--- src/core/divider_regs.svh ---
// Purpose: named widths, counts and constants of the sequential divider
// Assumes: one 100 MHz clock, 10 ns period
// Notes:   definitions only
`ifndef DIVIDER_REGS_SVH
`define DIVIDER_REGS_SVH

// ****************************************
// operand and working widths
// ****************************************
`define DIVD_W      32
`define DSR_W       16
`define WORK_W      34
`define CNT_W       5
`define SEXT_W      2
`define DSR_SEXT_W  3

// ****************************************
// step control
// ****************************************
`define SCALE_SHIFT 15
`define STEP_COUNT  5'h10
`define CNT_ONE     5'h01
`define QUO_ZERO    16'h0000
`define QUO_ONE     16'h0001
`define REM_ZERO    16'h0000
`define WORK_ZERO   34'h0_0000_0000

`endif

--- src/core/divider_pkg.sv ---
// Purpose: shared types of the sequential divider
// Assumes: nothing
// Notes:   numeric constants live in divider_regs.svh
package divider_pkg;

    // ****************************************
    // sequencer states
    // ****************************************
    typedef enum logic [1:0] {
        ST_IDLE,
        ST_STEP,
        ST_FIX,
        ST_DONE
    } div_state_t;

endpackage : divider_pkg

--- src/core/nonrestoring_divider.sv ---
// Purpose: sequential signed non-restoring divider, 32 / 16 bits
// Assumes: operands held stable while busy, start is a one-cycle pulse
// Notes:   one quotient bit per clock, then one corrective cycle
`timescale 1ns/1ps
`default_nettype none
`include "divider_regs.svh"

// Behaviour
// - deliver quotient and remainder per division
// - flag overflow when quotient does not fit
// - underflow means step flipped remainder sign
// - working register starts holding the dividend
// - first divisor scaled to quotient MSB weight
// - halve scaled divisor before each later step
// - subtract on equal signs, add otherwise
// - no immediate restore, later steps recover
// - subtraction: bit one unless underflow
// - addition: bit zero unless underflow
// - final corrective step fixes leftover underflow
module nonrestoring_divider
    import divider_pkg::*;
(
    input  wire logic                 clock_in,
    input  wire logic                 resetn_in,
    input  wire logic                 start_in,
    input  wire logic [`DIVD_W-1:0]   dividend_in,
    input  wire logic [`DSR_W-1:0]    divisor_in,
    output logic                      busy_out,
    output logic                      done_out,
    output logic      [`DSR_W-1:0]    quotient_out,
    output logic      [`DSR_W-1:0]    remainder_out,
    output logic                      overflow_out
);

    // ****************************************
    // reset release
    // ****************************************
    logic rst_meta;
    logic rst_n;

    // two-stage release of the asynchronous reset
    always_ff @(posedge clock_in or negedge resetn_in) begin
        if (!resetn_in) begin
            rst_meta <= 1'b0;
            rst_n    <= 1'b0;
        end else begin
            rst_meta <= 1'b1;
            rst_n    <= rst_meta;
        end
    end

    // ****************************************
    // datapath state
    // ****************************************
    div_state_t          state;
    div_state_t          next_state;
    logic [`WORK_W-1:0]  rem;
    logic [`WORK_W-1:0]  next_rem;
    logic [`WORK_W-1:0]  dsr;
    logic [`WORK_W-1:0]  next_dsr;
    logic [`DSR_W-1:0]   q;
    logic [`DSR_W-1:0]   next_q;
    logic [`CNT_W-1:0]   cnt;
    logic [`CNT_W-1:0]   next_cnt;
    logic                dvd_sign;
    logic                next_dvd_sign;
    logic                done;
    logic                next_done;
    logic [`DSR_W-1:0]   next_quotient;
    logic [`DSR_W-1:0]   next_remainder;
    logic                next_overflow;
    logic                qcarry;          // fix-step carry, marks a wrapped quotient
    logic                next_qcarry;

    logic [`WORK_W-1:0]  sum;
    logic                op_sub;
    logic                underflow;
    logic                qbit;
    logic                need_fix;
    logic [`DSR_W-1:0]   q_full;
    logic [`WORK_W-1:0]  abs_rem;
    logic [`WORK_W-1:0]  abs_dsr;
    logic [`WORK_W-1:0]  dvd_ext;
    logic [`WORK_W-1:0]  dsr_scaled;

    // operand forms loaded at start
    assign dvd_ext    = {{`SEXT_W{dividend_in[`DIVD_W-1]}}, dividend_in};
    assign dsr_scaled = {{`DSR_SEXT_W{divisor_in[`DSR_W-1]}}, divisor_in,
                         {`SCALE_SHIFT{1'b0}}};

    // sign agreement picks the reduction
    assign op_sub    = (rem[`WORK_W-1] == dsr[`WORK_W-1]);
    assign underflow = (sum[`WORK_W-1] != rem[`WORK_W-1]);
    assign qbit      = op_sub ? ~underflow : underflow;

    // leftover underflow, including a remainder of exactly one divisor
    assign need_fix = (rem != `WORK_ZERO) &&
                      ((rem[`WORK_W-1] != dvd_sign) || (rem == dsr) || (rem == (~dsr + 1'b1)));
    assign q_full   = {q[`DSR_W-1:1], 1'b1};
    assign abs_rem  = rem[`WORK_W-1] ? (~rem + 1'b1) : rem;
    assign abs_dsr  = dsr[`WORK_W-1] ? (~dsr + 1'b1) : dsr;

    addsub_unit #(
        .W      (`WORK_W)
    ) u_addsub (
        .a_in   (rem),
        .b_in   (dsr),
        .sub_in (op_sub),
        .sum_out(sum)
    );

    // ****************************************
    // sequencer next values
    // ****************************************
    always_comb begin
        next_state     = state;
        next_rem       = rem;
        next_dsr       = dsr;
        next_q         = q;
        next_cnt       = cnt;
        next_dvd_sign  = dvd_sign;
        next_done      = 1'b0;
        next_quotient  = quotient_out;
        next_remainder = remainder_out;
        next_overflow  = overflow_out;
        next_qcarry    = 1'b0;
        case (state)
            ST_IDLE: begin
                if (start_in) begin
                    next_rem      = dvd_ext;
                    next_dsr      = dsr_scaled;
                    next_q        = `QUO_ZERO;
                    next_cnt      = `STEP_COUNT;
                    next_dvd_sign = dividend_in[`DIVD_W-1];
                    next_state    = ST_STEP;
                end
            end
            ST_STEP: begin
                next_rem = sum;
                next_q   = {q[`DSR_W-2:0], qbit};
                next_cnt = cnt - `CNT_ONE;
                if (cnt != `CNT_ONE) begin
                    next_dsr = {dsr[`WORK_W-1], dsr[`WORK_W-1:1]};
                end else begin
                    next_state = ST_FIX;
                end
            end
            ST_FIX: begin
                if (need_fix) begin
                    next_rem = sum;
                    next_q   = op_sub ? (q_full + `QUO_ONE) : (q_full - `QUO_ONE);
                end else begin
                    next_q = q_full;
                end
                next_qcarry = need_fix && op_sub && (&q[`DSR_W-1:1]);
                next_state = ST_DONE;
            end
            ST_DONE: begin
                next_quotient  = q;
                next_remainder = rem[`DSR_W-1:0];
                next_overflow  = (dsr == `WORK_ZERO) || (abs_rem >= abs_dsr) ||
                                 ((dvd_sign ^ dsr[`WORK_W-1]) == !(qcarry | q[`DSR_W-1]));
                next_done      = 1'b1;
                next_state     = ST_IDLE;
            end
            default: begin
                next_state = ST_IDLE;
            end
        endcase
    end

    // sequencer registers
    always_ff @(posedge clock_in or negedge rst_n) begin
        if (!rst_n) begin
            state         <= ST_IDLE;
            rem           <= `WORK_ZERO;
            dsr           <= `WORK_ZERO;
            q             <= `QUO_ZERO;
            cnt           <= '0;
            dvd_sign      <= 1'b0;
            done          <= 1'b0;
            quotient_out  <= `QUO_ZERO;
            remainder_out <= `REM_ZERO;
            overflow_out  <= 1'b0;
            qcarry        <= 1'b0;
        end else begin
            state         <= next_state;
            rem           <= next_rem;
            dsr           <= next_dsr;
            q             <= next_q;
            cnt           <= next_cnt;
            dvd_sign      <= next_dvd_sign;
            done          <= next_done;
            quotient_out  <= next_quotient;
            remainder_out <= next_remainder;
            overflow_out  <= next_overflow;
            qcarry        <= next_qcarry;
        end
    end

    // status to the sequencer
    assign busy_out = (state != ST_IDLE);
    assign done_out = done;
endmodule : nonrestoring_divider

`default_nettype wire

--- src/core/addsub_unit.sv ---
// Purpose: signed adder/subtractor for the working register
// Assumes: operands already sign-extended to the width
// Notes:   purely combinational
`timescale 1ns/1ps
`default_nettype none

module addsub_unit #(
    parameter int W = 34
) (
    input  wire logic [W-1:0] a_in,
    input  wire logic [W-1:0] b_in,
    input  wire logic         sub_in,
    output logic      [W-1:0] sum_out
);

    // a - b when sub_in, else a + b
    always_comb begin
        sum_out = sub_in ? (a_in - b_in) : (a_in + b_in);
    end

endmodule : addsub_unit

`default_nettype wire

--- config.mk ---
export PLATFORM = sky130hd
export DESIGN_NAME = nonrestoring_divider
export DESIGN_NICKNAME = d
export VERILOG_FILES = /design/src/core/divider_pkg.sv /design/src/core/nonrestoring_divider.sv /design/src/core/addsub_unit.sv
export VERILOG_INCLUDE_DIRS = /design/src /design/src/core
export SDC_FILE = /design/constraint.sdc
export NUM_CORES = 1
export LEC_CHECK = 0
export BUFFER_PORTS_ARGS = -buffer_cell sky130_fd_sc_hd__buf_2
export CAP_MARGIN = 20
export CORE_ASPECT_RATIO = 0.75
export CORE_MARGIN = 4
export CORE_UTILIZATION = 30
export CTS_CLUSTER_SIZE = 16
export DETAILED_ROUTE_END_ITERATION = 10
export GPL_TIMING_DRIVEN = 0
export PLACE_DENSITY = 0.48
export SYNTH_ARGS = -nofsm -noshare
export SYNTH_HDL_FRONTEND = slang
export SYNTH_HIERARCHICAL = 1
export SYNTH_SLANG_ARGS = --single-unit
--- constraint.sdc ---
create_clock -name clock_in -period 9.84 [get_ports clock_in]
set_input_delay 0.984 -clock clock_in [delete_from_list [all_inputs] [get_ports clock_in]]
set_output_delay 0.984 -clock clock_in [all_outputs]
set_load 0.1 [all_outputs]
## Yosys cells after proc, flatten, opt, wreduce, memory -nomap -nowiden

Index checks and enable logic that the tools add are counted.

| storage, ports and cells | value |
|---|---|
| register bits | 129 |
| input bits | 51 |

| cells by class | value |
|---|---|
| add/subtract/negate cells | 7 |
| $lt $le $gt $ge | 1 |
| equality and inequality tests | 14 |
| mux-type cells | 21 |
| bitwise operators | 6 |
| reductions and logical operators | 22 |

Operator list:

| kind | number |
|---|---|
| $mux 34 | 6 |
| $pmux 34 s3 | 1 |
| $add 34x1->34 const B | 2 |
| $eq 34x34->1 | 2 |
| $not 34->34 | 2 |
| $pmux 34 s2 | 1 |
| $mux 16 | 3 |
| $pmux 16 s3 | 1 |
| $add 34x34->34 | 1 |
| $ge 34x34->1 | 1 |
| $logic_not 34->1 | 1 |
| $reduce_bool 34->1 | 1 |
| $sub 34x34->34 | 1 |
| $mux 33 | 1 |
| $add 16x1->16 const B | 1 |
| $sub 16x1->16 const B | 1 |
| $reduce_and 15->1 | 1 |
| $pmux 5 s2 | 1 |
| $reduce_and 3->1 | 3 |
| $ne 2x2->1 const B | 4 |
| $pmux 2 s4 | 1 |
| $reduce_and 2->1 | 4 |
| $mux 5 | 1 |
| $ne 5x1->1 const B | 1 |
| 16 further kinds | 29 |

## Longest topological paths before layout

Gate-level depths: netlist (run 1).

| logic depth | value |
|---|---|
| depth after elaboration | 8 |
| depth in mapped cells | 20 |
| mapped depth without buffers | 19 |

## By module

Netlist (run 1), hierarchy kept.

By module, submodules not included:

| module | instances | cells an instance | area an instance (sq um) | seq. area each (sq um) |
|---|---|---|---|---|
| nonrestoring_divider | 1 | 1015 | 9549.2 | 3228.1 |
| addsub_unit | 1 | 385 | 2607.5 | 0.0 |

## Least setup slack after synthesis (run 1)

Ideal clock, no wire load.

| timing | value |
|---|---|
| kind | register -> register |
| from | register dsr[1] |
| to | register rem[4] |
| library setup time | 0.127 ns |
| arrival time | 4.096 ns |
| required time | 9.713 ns |
| slack | 5.616 ns |
| cell stages (with the launch flop) | 18 |
| buffers on the path | 3 |
| cell sequence | dfrtp_1 buf_4 nor4_4 nand3_2 clkbuf_1 or3_1 nor3_1 ha_1 xor2_1 nand3_1 a211oi_1 nand4_1 nor4_1 nand4_1 a21o_1 a21oi_4 buf_6 mux2_1 |

| on the way | value |
|---|---|
| word-level cells in the longest chain between the ends | 7 |
| elaborated cells on any way between the ends | 14 |

Ends and longest elaborated chain:

| element | line | source |
|---|---|---|
| from (decl) | nonrestoring_divider.sv:59 | `` logic [`WORK_W-1:0] dsr; `` |
| from (signal assigned) | nonrestoring_divider.sv:177 | `` dsr <= `WORK_ZERO; `` |
| from (signal assigned) | nonrestoring_divider.sv:189 | `dsr <= next_dsr;` |
| $not 34->34 | nonrestoring_divider.sv:98 | `` ((rem[`WORK_W-1] != dvd_sign) \|\| (rem == dsr) \|\| (rem == (~dsr + 1'b1))); `` |
| $add 34x1->34 | nonrestoring_divider.sv:98 |  |
| $eq 34x34->1 | nonrestoring_divider.sv:98 |  |
| $logic_or 1x1->1 | nonrestoring_divider.sv:98 |  |
| $logic_and 1x1->1 | nonrestoring_divider.sv:97 | `` assign need_fix = (rem != `WORK_ZERO) && `` |
| $ne 2x2->1 (no source line) | n/a |  |
| $reduce_and 3->1 (no source line) | n/a |  |
| to (signal assigned) | nonrestoring_divider.sv:176 | `` rem <= `WORK_ZERO; `` |
| to (signal assigned) | nonrestoring_divider.sv:188 | `rem <= next_rem;` |
| to (decl) | nonrestoring_divider.sv:57 | `` logic [`WORK_W-1:0] rem; `` |

Several ways; a longest one is shown, not always the timed one. The select of a mux whose other input is x is not followed.
A chain may end at the register's enable or synchronous reset.

## Worst setup path after layout (run 1)

| timing | value |
|---|---|
| from | register rem[33] |
| to | register rem[30] |

| on the way | value |
|---|---|
| elaborated cells on any way between the ends | 13 |

RTL lines:

| element | line | source |
|---|---|---|
| $eq 1x1->1 (*) | nonrestoring_divider.sv:92 | `` assign op_sub = (rem[`WORK_W-1] == dsr[`WORK_W-1]); `` |
| net op_sub | nonrestoring_divider.sv:76 | `logic op_sub;` |
| $mux 34 (*) | addsub_unit.sv:18 | `sum_out = sub_in ? (a_in - b_in) : (a_in + b_in);` |
| net sum[30] | nonrestoring_divider.sv:75 | `` logic [`WORK_W-1:0] sum; `` |
| $mux 34 | nonrestoring_divider.sv:149 | `if (need_fix) begin` |
| $pmux 34 s3 (*) | nonrestoring_divider.sv:127 | `case (state)` |

Mark *: on every way through the listed nets, which the timed path passes. The rest lies on a longest branch. The select of a mux whose other input is x is not followed.

==> metrics.log, run 1 <==
[metrics] layer carrying the most global-route usage: met1
[metrics] Post-synth EDFFs: 0
[metrics] cell depth of the worst flop-to-flop path: 16
[metrics] initial DRC count: 927
[metrics] weighted congestion reported at the end of routability-driven placement: 0.928
[metrics] clock insertion delay at the later pin of the skew report: ~0.46 ns
[metrics] overall die area: 43800 sq um
[metrics] cell-by-cell listing of the critical path: clkbuf_1 -> xnor2_1 -> buf_4 -> clkbuf_1 -> mux2i_1 -> inv_1 -> fa_1 -> nand2b_1 -> a21oi_1 -> o21ai_0 -> a311o_1 -> a31oi_1 -> a21boi_0 -> xnor2_1 -> mux2_2 -> mux2_1
[metrics] Global Route met2 Usage: between 20% and 30%
[metrics] final core utilization: 34.9%
[metrics] proportion of synthesized area in mux cells: 10.7%
[metrics] PostCTS Resize Cnt: 0
[metrics] most frequently used flop master after synthesis: dfrtp_1
[metrics] Ports: 86
[metrics] worst path arrival time: 6.38 ns
[metrics] reg-to-reg slack, setup: 3.81 ns
[metrics] H-tree levels: 4
[metrics] sum of routed wire length over all layers: approximately 43000 um
[metrics] type of the tightest min-delay check: reg -> async
[metrics] required time worst endpoint: 10.19 ns
[metrics] beginning of the critical path: rem[33]
[metrics] Max-Slew Margin vs Limit: 25.4%
[metrics] Setup Viol. Count Final: 0
[metrics] design area: 13900 sq um
[metrics] placement-stage cell area: about 13000 sq um
[metrics] Synth Area in Compound Gates: 18.8%
[metrics] Buffers on Ports: 85
[metrics] Die Height: between 150 and 200 um
[metrics] number of design rule violations left after detail routing: 0
[metrics] CP Class: reg -> reg
[metrics] clock-pin slew reported for the worst setup and hold paths after clock tree synthesis: 0.07 ns
[metrics] global-route track usage on met1: 31.4%
[metrics] run status: finished, final reports clean
[metrics] wire per inst: 21.3 um
[metrics] adder and majority cell fraction of the synthesized area: 8.30%
[metrics] count of max-cap constraint violations: 0
[metrics] kind of end point of the critical path: flop
[metrics] setup repair after global routing missed its margin: no
[metrics] final setup margin: 3.81 ns
[metrics] Syn Nets: 1531
[metrics] drt first pass iters: 5
[metrics] routed vias: 11200
[metrics] number of nets with antenna violations after detailed routing: 0
[metrics] Post-synth ARST share: 100%
[metrics] number of warnings printed during yosys synthesis: 6
[metrics] DR vias/cell: 5.49
[metrics] Core Area: 39800 sq um
[metrics] number of buffers inserted during clock tree synthesis: 17
[metrics] element type at the critical path start: flop
[metrics] nets: 1638
[metrics] average cell area after synthesis: between 8 and 9 sq um
[metrics] setup bufs post-CTS: 0
[metrics] dominant combinational cell family by area after synthesis: compound AO/OA/AOI/OAI gates
[metrics] count of different cell masters after synthesis: 88
[metrics] pin count of the biggest net entering global routing: 67
[metrics] area growth from synthesis to layout: 14.4%
[metrics] final cycle utilization of the critical path: 61.3%
[metrics] slew of the pin with the lowest slew margin: 1.11 ns
[metrics] dpl hpwl: 34100 um
[metrics] share of final-layout standard cells stronger than drive strength 1: between 10% and 20%
[metrics] leftover overflow at the end of global routing: 0
[metrics] vias in the first global route: ~11000
[metrics] share of the synthesized netlist area taken by xor and xnor gates: 12.6%
[metrics] clock sinks: about 130
[metrics] part of the Yosys area used for sequential elements: 26.6%
[metrics] end of the worst register-to-register path: rem[30]
[metrics] Critical path destination: rem[30]
[metrics] Slowest Stage Delay on Critical Path: 0.66 ns
[metrics] Hold-fix buffers, CTS: 0
[metrics] FMAX: 166 MHz
[metrics] x dimension of the die: 240 um
[metrics] total track usage: between 10% and 20%
[metrics] Clk Tree Root Cell: clkbuf_16
[metrics] effective utilization at floorplan: 30.5%
[metrics] CTS tree: done
[metrics] global-route met3 utilization: under 10%
[metrics] hold violation count in the final report: 0
[metrics] global-route wire length before repair: 67000 um
[metrics] initial antenna violation count: 0
[metrics] fin crit period: 6.03 ns
[metrics] worst reg2reg path startpoint: rem[33]
[metrics] share of synthesized cell area in and, or, nand and nor gates: between 10% and 20%
[metrics] pins over their slew limit: 0
[metrics] n_diodes: 0
[metrics] worst clock skew: 0.0162 ns
[metrics] crit-path max FO: 10
[metrics] Post-Route Setup TNS: 0 ns
[metrics] cell count after synthesis: 1400
[metrics] floorplan row count: 63
[metrics] maximum buffer depth of the clock tree: 2
[metrics] highest-delay cell along the critical path: clkbuf_1
[metrics] Setup WS pre-CTS: around 4 ns
[metrics] synthesized area: roughly 12000 sq um
[metrics] register bit count reported by yosys: 129
[worst max-delay path: cells and delay by family, from the launching register on]
kind                       cells  cell delay (ns)
AOI/OAI and AO/OA              5             1.97
xor gates and xnor gates       2             0.67
adders and majority gates      1             0.43
buffers and inverters          4             1.33
DFF                            1             0.40
muxes                          3             0.92
and+or+nand+nor                1             0.19
[registers in the layout, summed over array words and instances, names as in the netlist, 2 cells and up]
signal,count
q,16
quotient_out,16
rem,34
state,2
cnt,5
remainder_out,16
dsr,34
[cell type report]
type                       count  area, sq um
clock inverter                14          166
clock buffer                  18          439
timing repair buffer          88          488
fill                        4160        25900
buffer                        99          408
sequential                   129         3230
tap                          520          651
inverter                      42          158
multi-input combinational   1130         8360
[synthesized netlist by cell type (4+ instances only)]
cell	number	area, sq um
buf_1	8	30.0
nor3b_1	4	30.0
inv_1	42	158
mux2_2	68	766
xor2_1	48	420
and2_1	9	56.3
a21o_1	27	203
o41ai_1	7	61.3
a211oi_1	9	67.6
and4_1	4	35.0
nor3_1	28	140
nand4b_1	5	43.8
nand2b_1	15	93.8
xnor2_1	125	1090
ha_1	79	988
mux2_1	24	270
nand4_1	38	238
and3_1	11	68.8
a221oi_1	4	35.0
mux2i_1	27	270
dfrtp_1	129	3230
o31ai_1	16	120
nor2_1	62	233
or2_2	4	25.0
nand2_1	110	413
clkbuf_1	81	304
o21ai_0	95	475
a31oi_1	11	68.8
o211ai_1	15	113
a221o_1	4	40.0
a21oi_1	77	385
o21bai_1	9	67.6
nor4_1	20	125
a22o_1	14	123
o31a_1	5	43.8
or4_1	17	128
buf_2	5	25.0
nand3_1	33	165
or3_1	17	106
o311ai_0	7	61.3
nor2b_1	17	106
[metal layers]
metal | wire length, um | part of all wire, %
met1 | 22600 | 52
met2 | 17700 | 41
met3 | 2560 | 5.9
met4 | 634 | 1.5
met5 | 0 | 0
[layout by cell type, fill, tap and decap left out, drive strengths merged, types with 14 or more instances in the layout]
master / instances
nand2: 110
nand3: 34
a22o: 14
xor2: 48
a21o: 27
o211ai: 15
mux2i: 27
nor2b: 17
nand2b: 15
nor2: 62
buf: 106
nand4: 38
dfrtp: 129
mux2: 92
clkbuf: 99
a21oi: 79
or3: 17
inv: 52
xnor2: 126
o21ai: 98
ha: 79
o31ai: 17
nor3: 28
nor4: 24
or4: 18
[how the worst min path moves through the flow]
stage / start / end / slack [ns] / depth (start not counted)
finish: rst_n / q[14] / 0.19 / 0
global route: rst_n / q[14] / 0.22 / 0
CTS: rst_n / q[14] / 0.20 / 0
detailed placement: rst_n / q[6] / 0.20 / 0
global placement: rst_meta / rst_n / 0.33 / 0
floorplan: rst_meta / rst_n / 0.33 / 0
[metrics by stage]
stage,cells,hold WS (ns)
global route,2040,0.219
floorplan,1400,0.331
detailed placement,2008,0.204
CTS,2040,0.202
finish,2040,0.195
global placement,2005,0.335
[logic make-up after synthesis]
| family | count (synthesis) |
|---|---|
| AOI/OAI and AO/OA | 343 |
| xor gates and xnor gates | 174 |
| DFF | 129 |
| and+or+nand+nor | 413 |
| adders and majority gates | 80 |
| muxes | 119 |
| buffers and inverters | 141 |
| other | 1 |
Power of run 1 is left out: the tool's default activity adds up to more than one toggle a clock period on the data nets, which glitch-free logic cannot reach.
==> run 2, diff against run 1 <==
--- a/config.mk
+++ b/config.mk
@@ -6,6 +6,7 @@
 export SDC_FILE = /design/constraint.sdc
 export NUM_CORES = 1
 export LEC_CHECK = 0
+export ABC_AREA = 1
 export BUFFER_PORTS_ARGS = -buffer_cell sky130_fd_sc_hd__buf_2
 export CAP_MARGIN = 20
 export CORE_ASPECT_RATIO = 0.75
==> constraint.sdc (replaced) <==
create_clock -name clock_in -period 6.3 [get_ports clock_in]
set_input_delay 0.63 -clock clock_in [delete_from_list [all_inputs] [get_ports clock_in]]
set_output_delay 0.63 -clock clock_in [all_outputs]
set_load 0.1 [all_outputs]
==> run 2 against run 1 <==
Effect of this change: utilization fell by 0.38 points; global-route usage rose by 3.7 points; via count rose by 26%; critical path type unchanged.
==> metrics.log, run 2 <==
[metrics] element type at the critical path start: flop
[metrics] DR vias/cell: 5.07
[metrics] cell count after synthesis: 2074
[metrics] fin crit period: 5.17 ns
[metrics] worst clock skew: 0.0130 ns
[metrics] initial antenna violation count: 2
[metrics] leftover overflow at the end of global routing: 0
[metrics] PostCTS Resize Cnt: 0
[metrics] sum of routed wire length over all layers: 56500 um
[metrics] most numerous cell in the Yosys netlist: nand2_1
[metrics] weighted congestion reported at the end of routability-driven placement: between 1 and 1.5
[metrics] effective utilization at floorplan: a little over 30%
[metrics] share of final-layout standard cells stronger than drive strength 1: under 10%
[metrics] synthesized area: 13100 sq um
[metrics] count of different cell masters after synthesis: 51
[metrics] slew of the pin with the lowest slew margin: roughly 1.1 ns
[metrics] most common library cell in the layout ignoring fill and taps: nand2_1
[metrics] most area-consuming cells after synthesis: dfrtp_1 (25%), nand2_1 (18%), ha_1 (7.5%)
[metrics] registers with the highest flip-flop counts: dsr (34), rem (34)
[metrics] number of design rule violations left after detail routing: 0
[metrics] pins over their slew limit: 0
[metrics] area share of the largest cell type after synthesis: 24.6%
[metrics] Max-Slew Margin vs Limit: between 20% and 30%
[metrics] routed vias: between 10000 and 15000
[metrics] Post-synth ARST share: 100%
[metrics] Syn Nets: 2205
[metrics] H-tree levels: 4
[metrics] commonest cells in the synthesized netlist: nand2_1 (639), inv_1 (263), nor2_1 (211)
[metrics] clock sinks: 129
[metrics] worst path arrival time: 5.49 ns
[metrics] most frequently used flop master after synthesis: dfrtp_1
[metrics] x dimension of the die: between 200 and 250 um
[metrics] maximum buffer depth of the clock tree: 2
[metrics] floorplan row count: 66
[metrics] required time worst endpoint: 6.62 ns
[metrics] initial DRC count: 1523
[metrics] setup repair after global routing missed its margin: no
[metrics] run status: finished, final reports clean
[metrics] area growth from synthesis to layout: 14.1%
[metrics] largest area contributor in the synthesized netlist: dfrtp_1
[metrics] drt first pass iters: 6
[metrics] CTS tree: done
[metrics] part of the Yosys area used for sequential elements: around 25%
[metrics] Slowest Stage Delay on Critical Path: about 0.56 ns
[metrics] hold violation count in the final report: 0
[metrics] number of nets with antenna violations after detailed routing: 0
[metrics] Ports: 86
[metrics] n_diodes: 0
[metrics] clock insertion delay at the later pin of the skew report: roughly 0.45 ns
[metrics] Post-Route Setup TNS: 0 ns
[metrics] register bit count reported by yosys: 129
[metrics] overall die area: between 40000 and 50000 sq um
[metrics] average cell area after synthesis: 6.32 sq um
[metrics] number of warnings printed during yosys synthesis: 6
[metrics] wire per inst: 20.4 um
[metrics] Clk Tree Root Cell: clkbuf_16
[metrics] Post-synth EDFFs: 0
[metrics] Buffers on Ports: 85
[metrics] cell type with the highest occurrence count on the critical path: nand2_1
[metrics] count of max-cap constraint violations: 0
[metrics] clock-pin slew reported for the worst setup and hold paths after clock tree synthesis: approximately 0.06 ns
[metrics] dpl hpwl: between 40000 and 50000 um
[metrics] final cycle utilization of the critical path: 82.1%
[metrics] crit-path max FO: 14
[metrics] nets: approximately 2300
[metrics] kind of end point of the critical path: flop
[metrics] FMAX: about 190 MHz
[metrics] Die Height: 189 um
[metrics] commonest cells after routing, fill and taps aside: nand2_1 (639), inv_1 (263), nor2_1 (211)
[metrics] highest-delay cell along the critical path: xor2_1
[metrics] vias in the first global route: ~13000
[metrics] type of the tightest min-delay check: reg -> async
[metrics] Core Area: ~43000 sq um
[metrics] number of buffers inserted during clock tree synthesis: 17
[metrics] pin count of the biggest net entering global routing: 64
[metrics] Setup Viol. Count Final: 0
[metrics] total track usage: about a quarter
[metrics] global-route wire length before repair: 83600 um
[metrics] CP Class: reg -> reg
[metrics] cell-by-cell listing of the critical path: buf_2 -> xor2_1 -> inv_1 -> clkbuf_1 -> buf_16 -> inv_2 -> clkbuf_1 -> nand2_1 -> xnor2_1 -> inv_1 -> ha_1 -> a21oi_1 -> o21ai_0 -> a21oi_1 -> nand2_1 -> nand2_1 -> nand2_1 -> nand2_1 -> nand2_1 -> a21oi_1 -> o21ai_1
-- run 2: worst paths after layout --
path	depth (start not counted)	to	startpoint	slack, ns
setup / recovery	21	rem[33]	rem[33]	1.13
hold / removal	0	q[10]	rst_n	0.19
setup reg to reg	21	rem[33]	rem[33]	1.13
hold reg to reg	0	q[10]	rst_n	0.19
max in group asynchronous	1	rem[10]	rst_n	5.50
min in group clock_in	0	rst_n	rst_meta	0.36
-- run 2: routing by layer --
metal  GRT usage, %  vias to the layer above  part of all wire [%]
li1               -                     6915                     -
met1           37.9                     6587                    52
met2           31.6                      517                    38
met3           5.55                       45                   9.0
met4           4.46                        2                   1.3
met5              0                        -                 0.023
-- run 2: layout make-up --
class                   count  area (sq um)
clock buffers              18           439
inverters                 270          1010
fillers                  4901         28300
flip-flops and latches    129          3230
repair buffers             89           518
plain buffers              57           259
clock inverters            13           161
multi-input cells        1618          8600
well taps                 578           723
-- run 2: per-stage QoR --
stage | cell area (sq um) | setup slack, ns | instances | hold slack (ns) | util (%)
3_5_place_dp | 14300 | 1.17 | 2740 | 0.195 | 33.1
5_1_grt | 15000 | 0.656 | 2772 | 0.212 | 34.6
6_report | 15000 | 1.13 | 2772 | 0.185 | 34.6
3_3_place_gp | 14300 | 0.499 | 2737 | 0.333 | 32.9
2_1_floorplan | 13100 | 2.44 | 2074 | 0.331 | -
4_1_cts | 15000 | 1.15 | 2772 | 0.196 | 34.6
-- run 2: logic make-up after synthesis --
| group | synth area share (%) |
|---|---|
| DFF | 24.6 |
| buffers and inverters | 9.71 |
| adders and majority gates | 7.70 |
| other | 0.0286 |
| muxes | 2.37 |
| AOI/OAI and AO/OA | 13.3 |
| xor gates and xnor gates | 7.26 |
| and+or+nand+nor | 35.0 |
-- run 2: timing repair --
action                     in CTS  in global routing
buffers inserted                0                  0
hold endpoints to repair        2                  0
hold buffers                    1                  0
setup endpoints to repair       0                  0
-- run 2: critical path: cells and delay by family, from the launching register on --
family / cells / cell delay [ns]
AOI/OAI and AO/OA: 5 / 1.14
xor gates and xnor gates: 2 / 0.73
adders and majority gates: 1 / 0.34
buffers and inverters: 7 / 1.67
DFF: 1 / 0.40
and+or+nand+nor: 6 / 0.72
Power of run 2 is left out for the same reason.
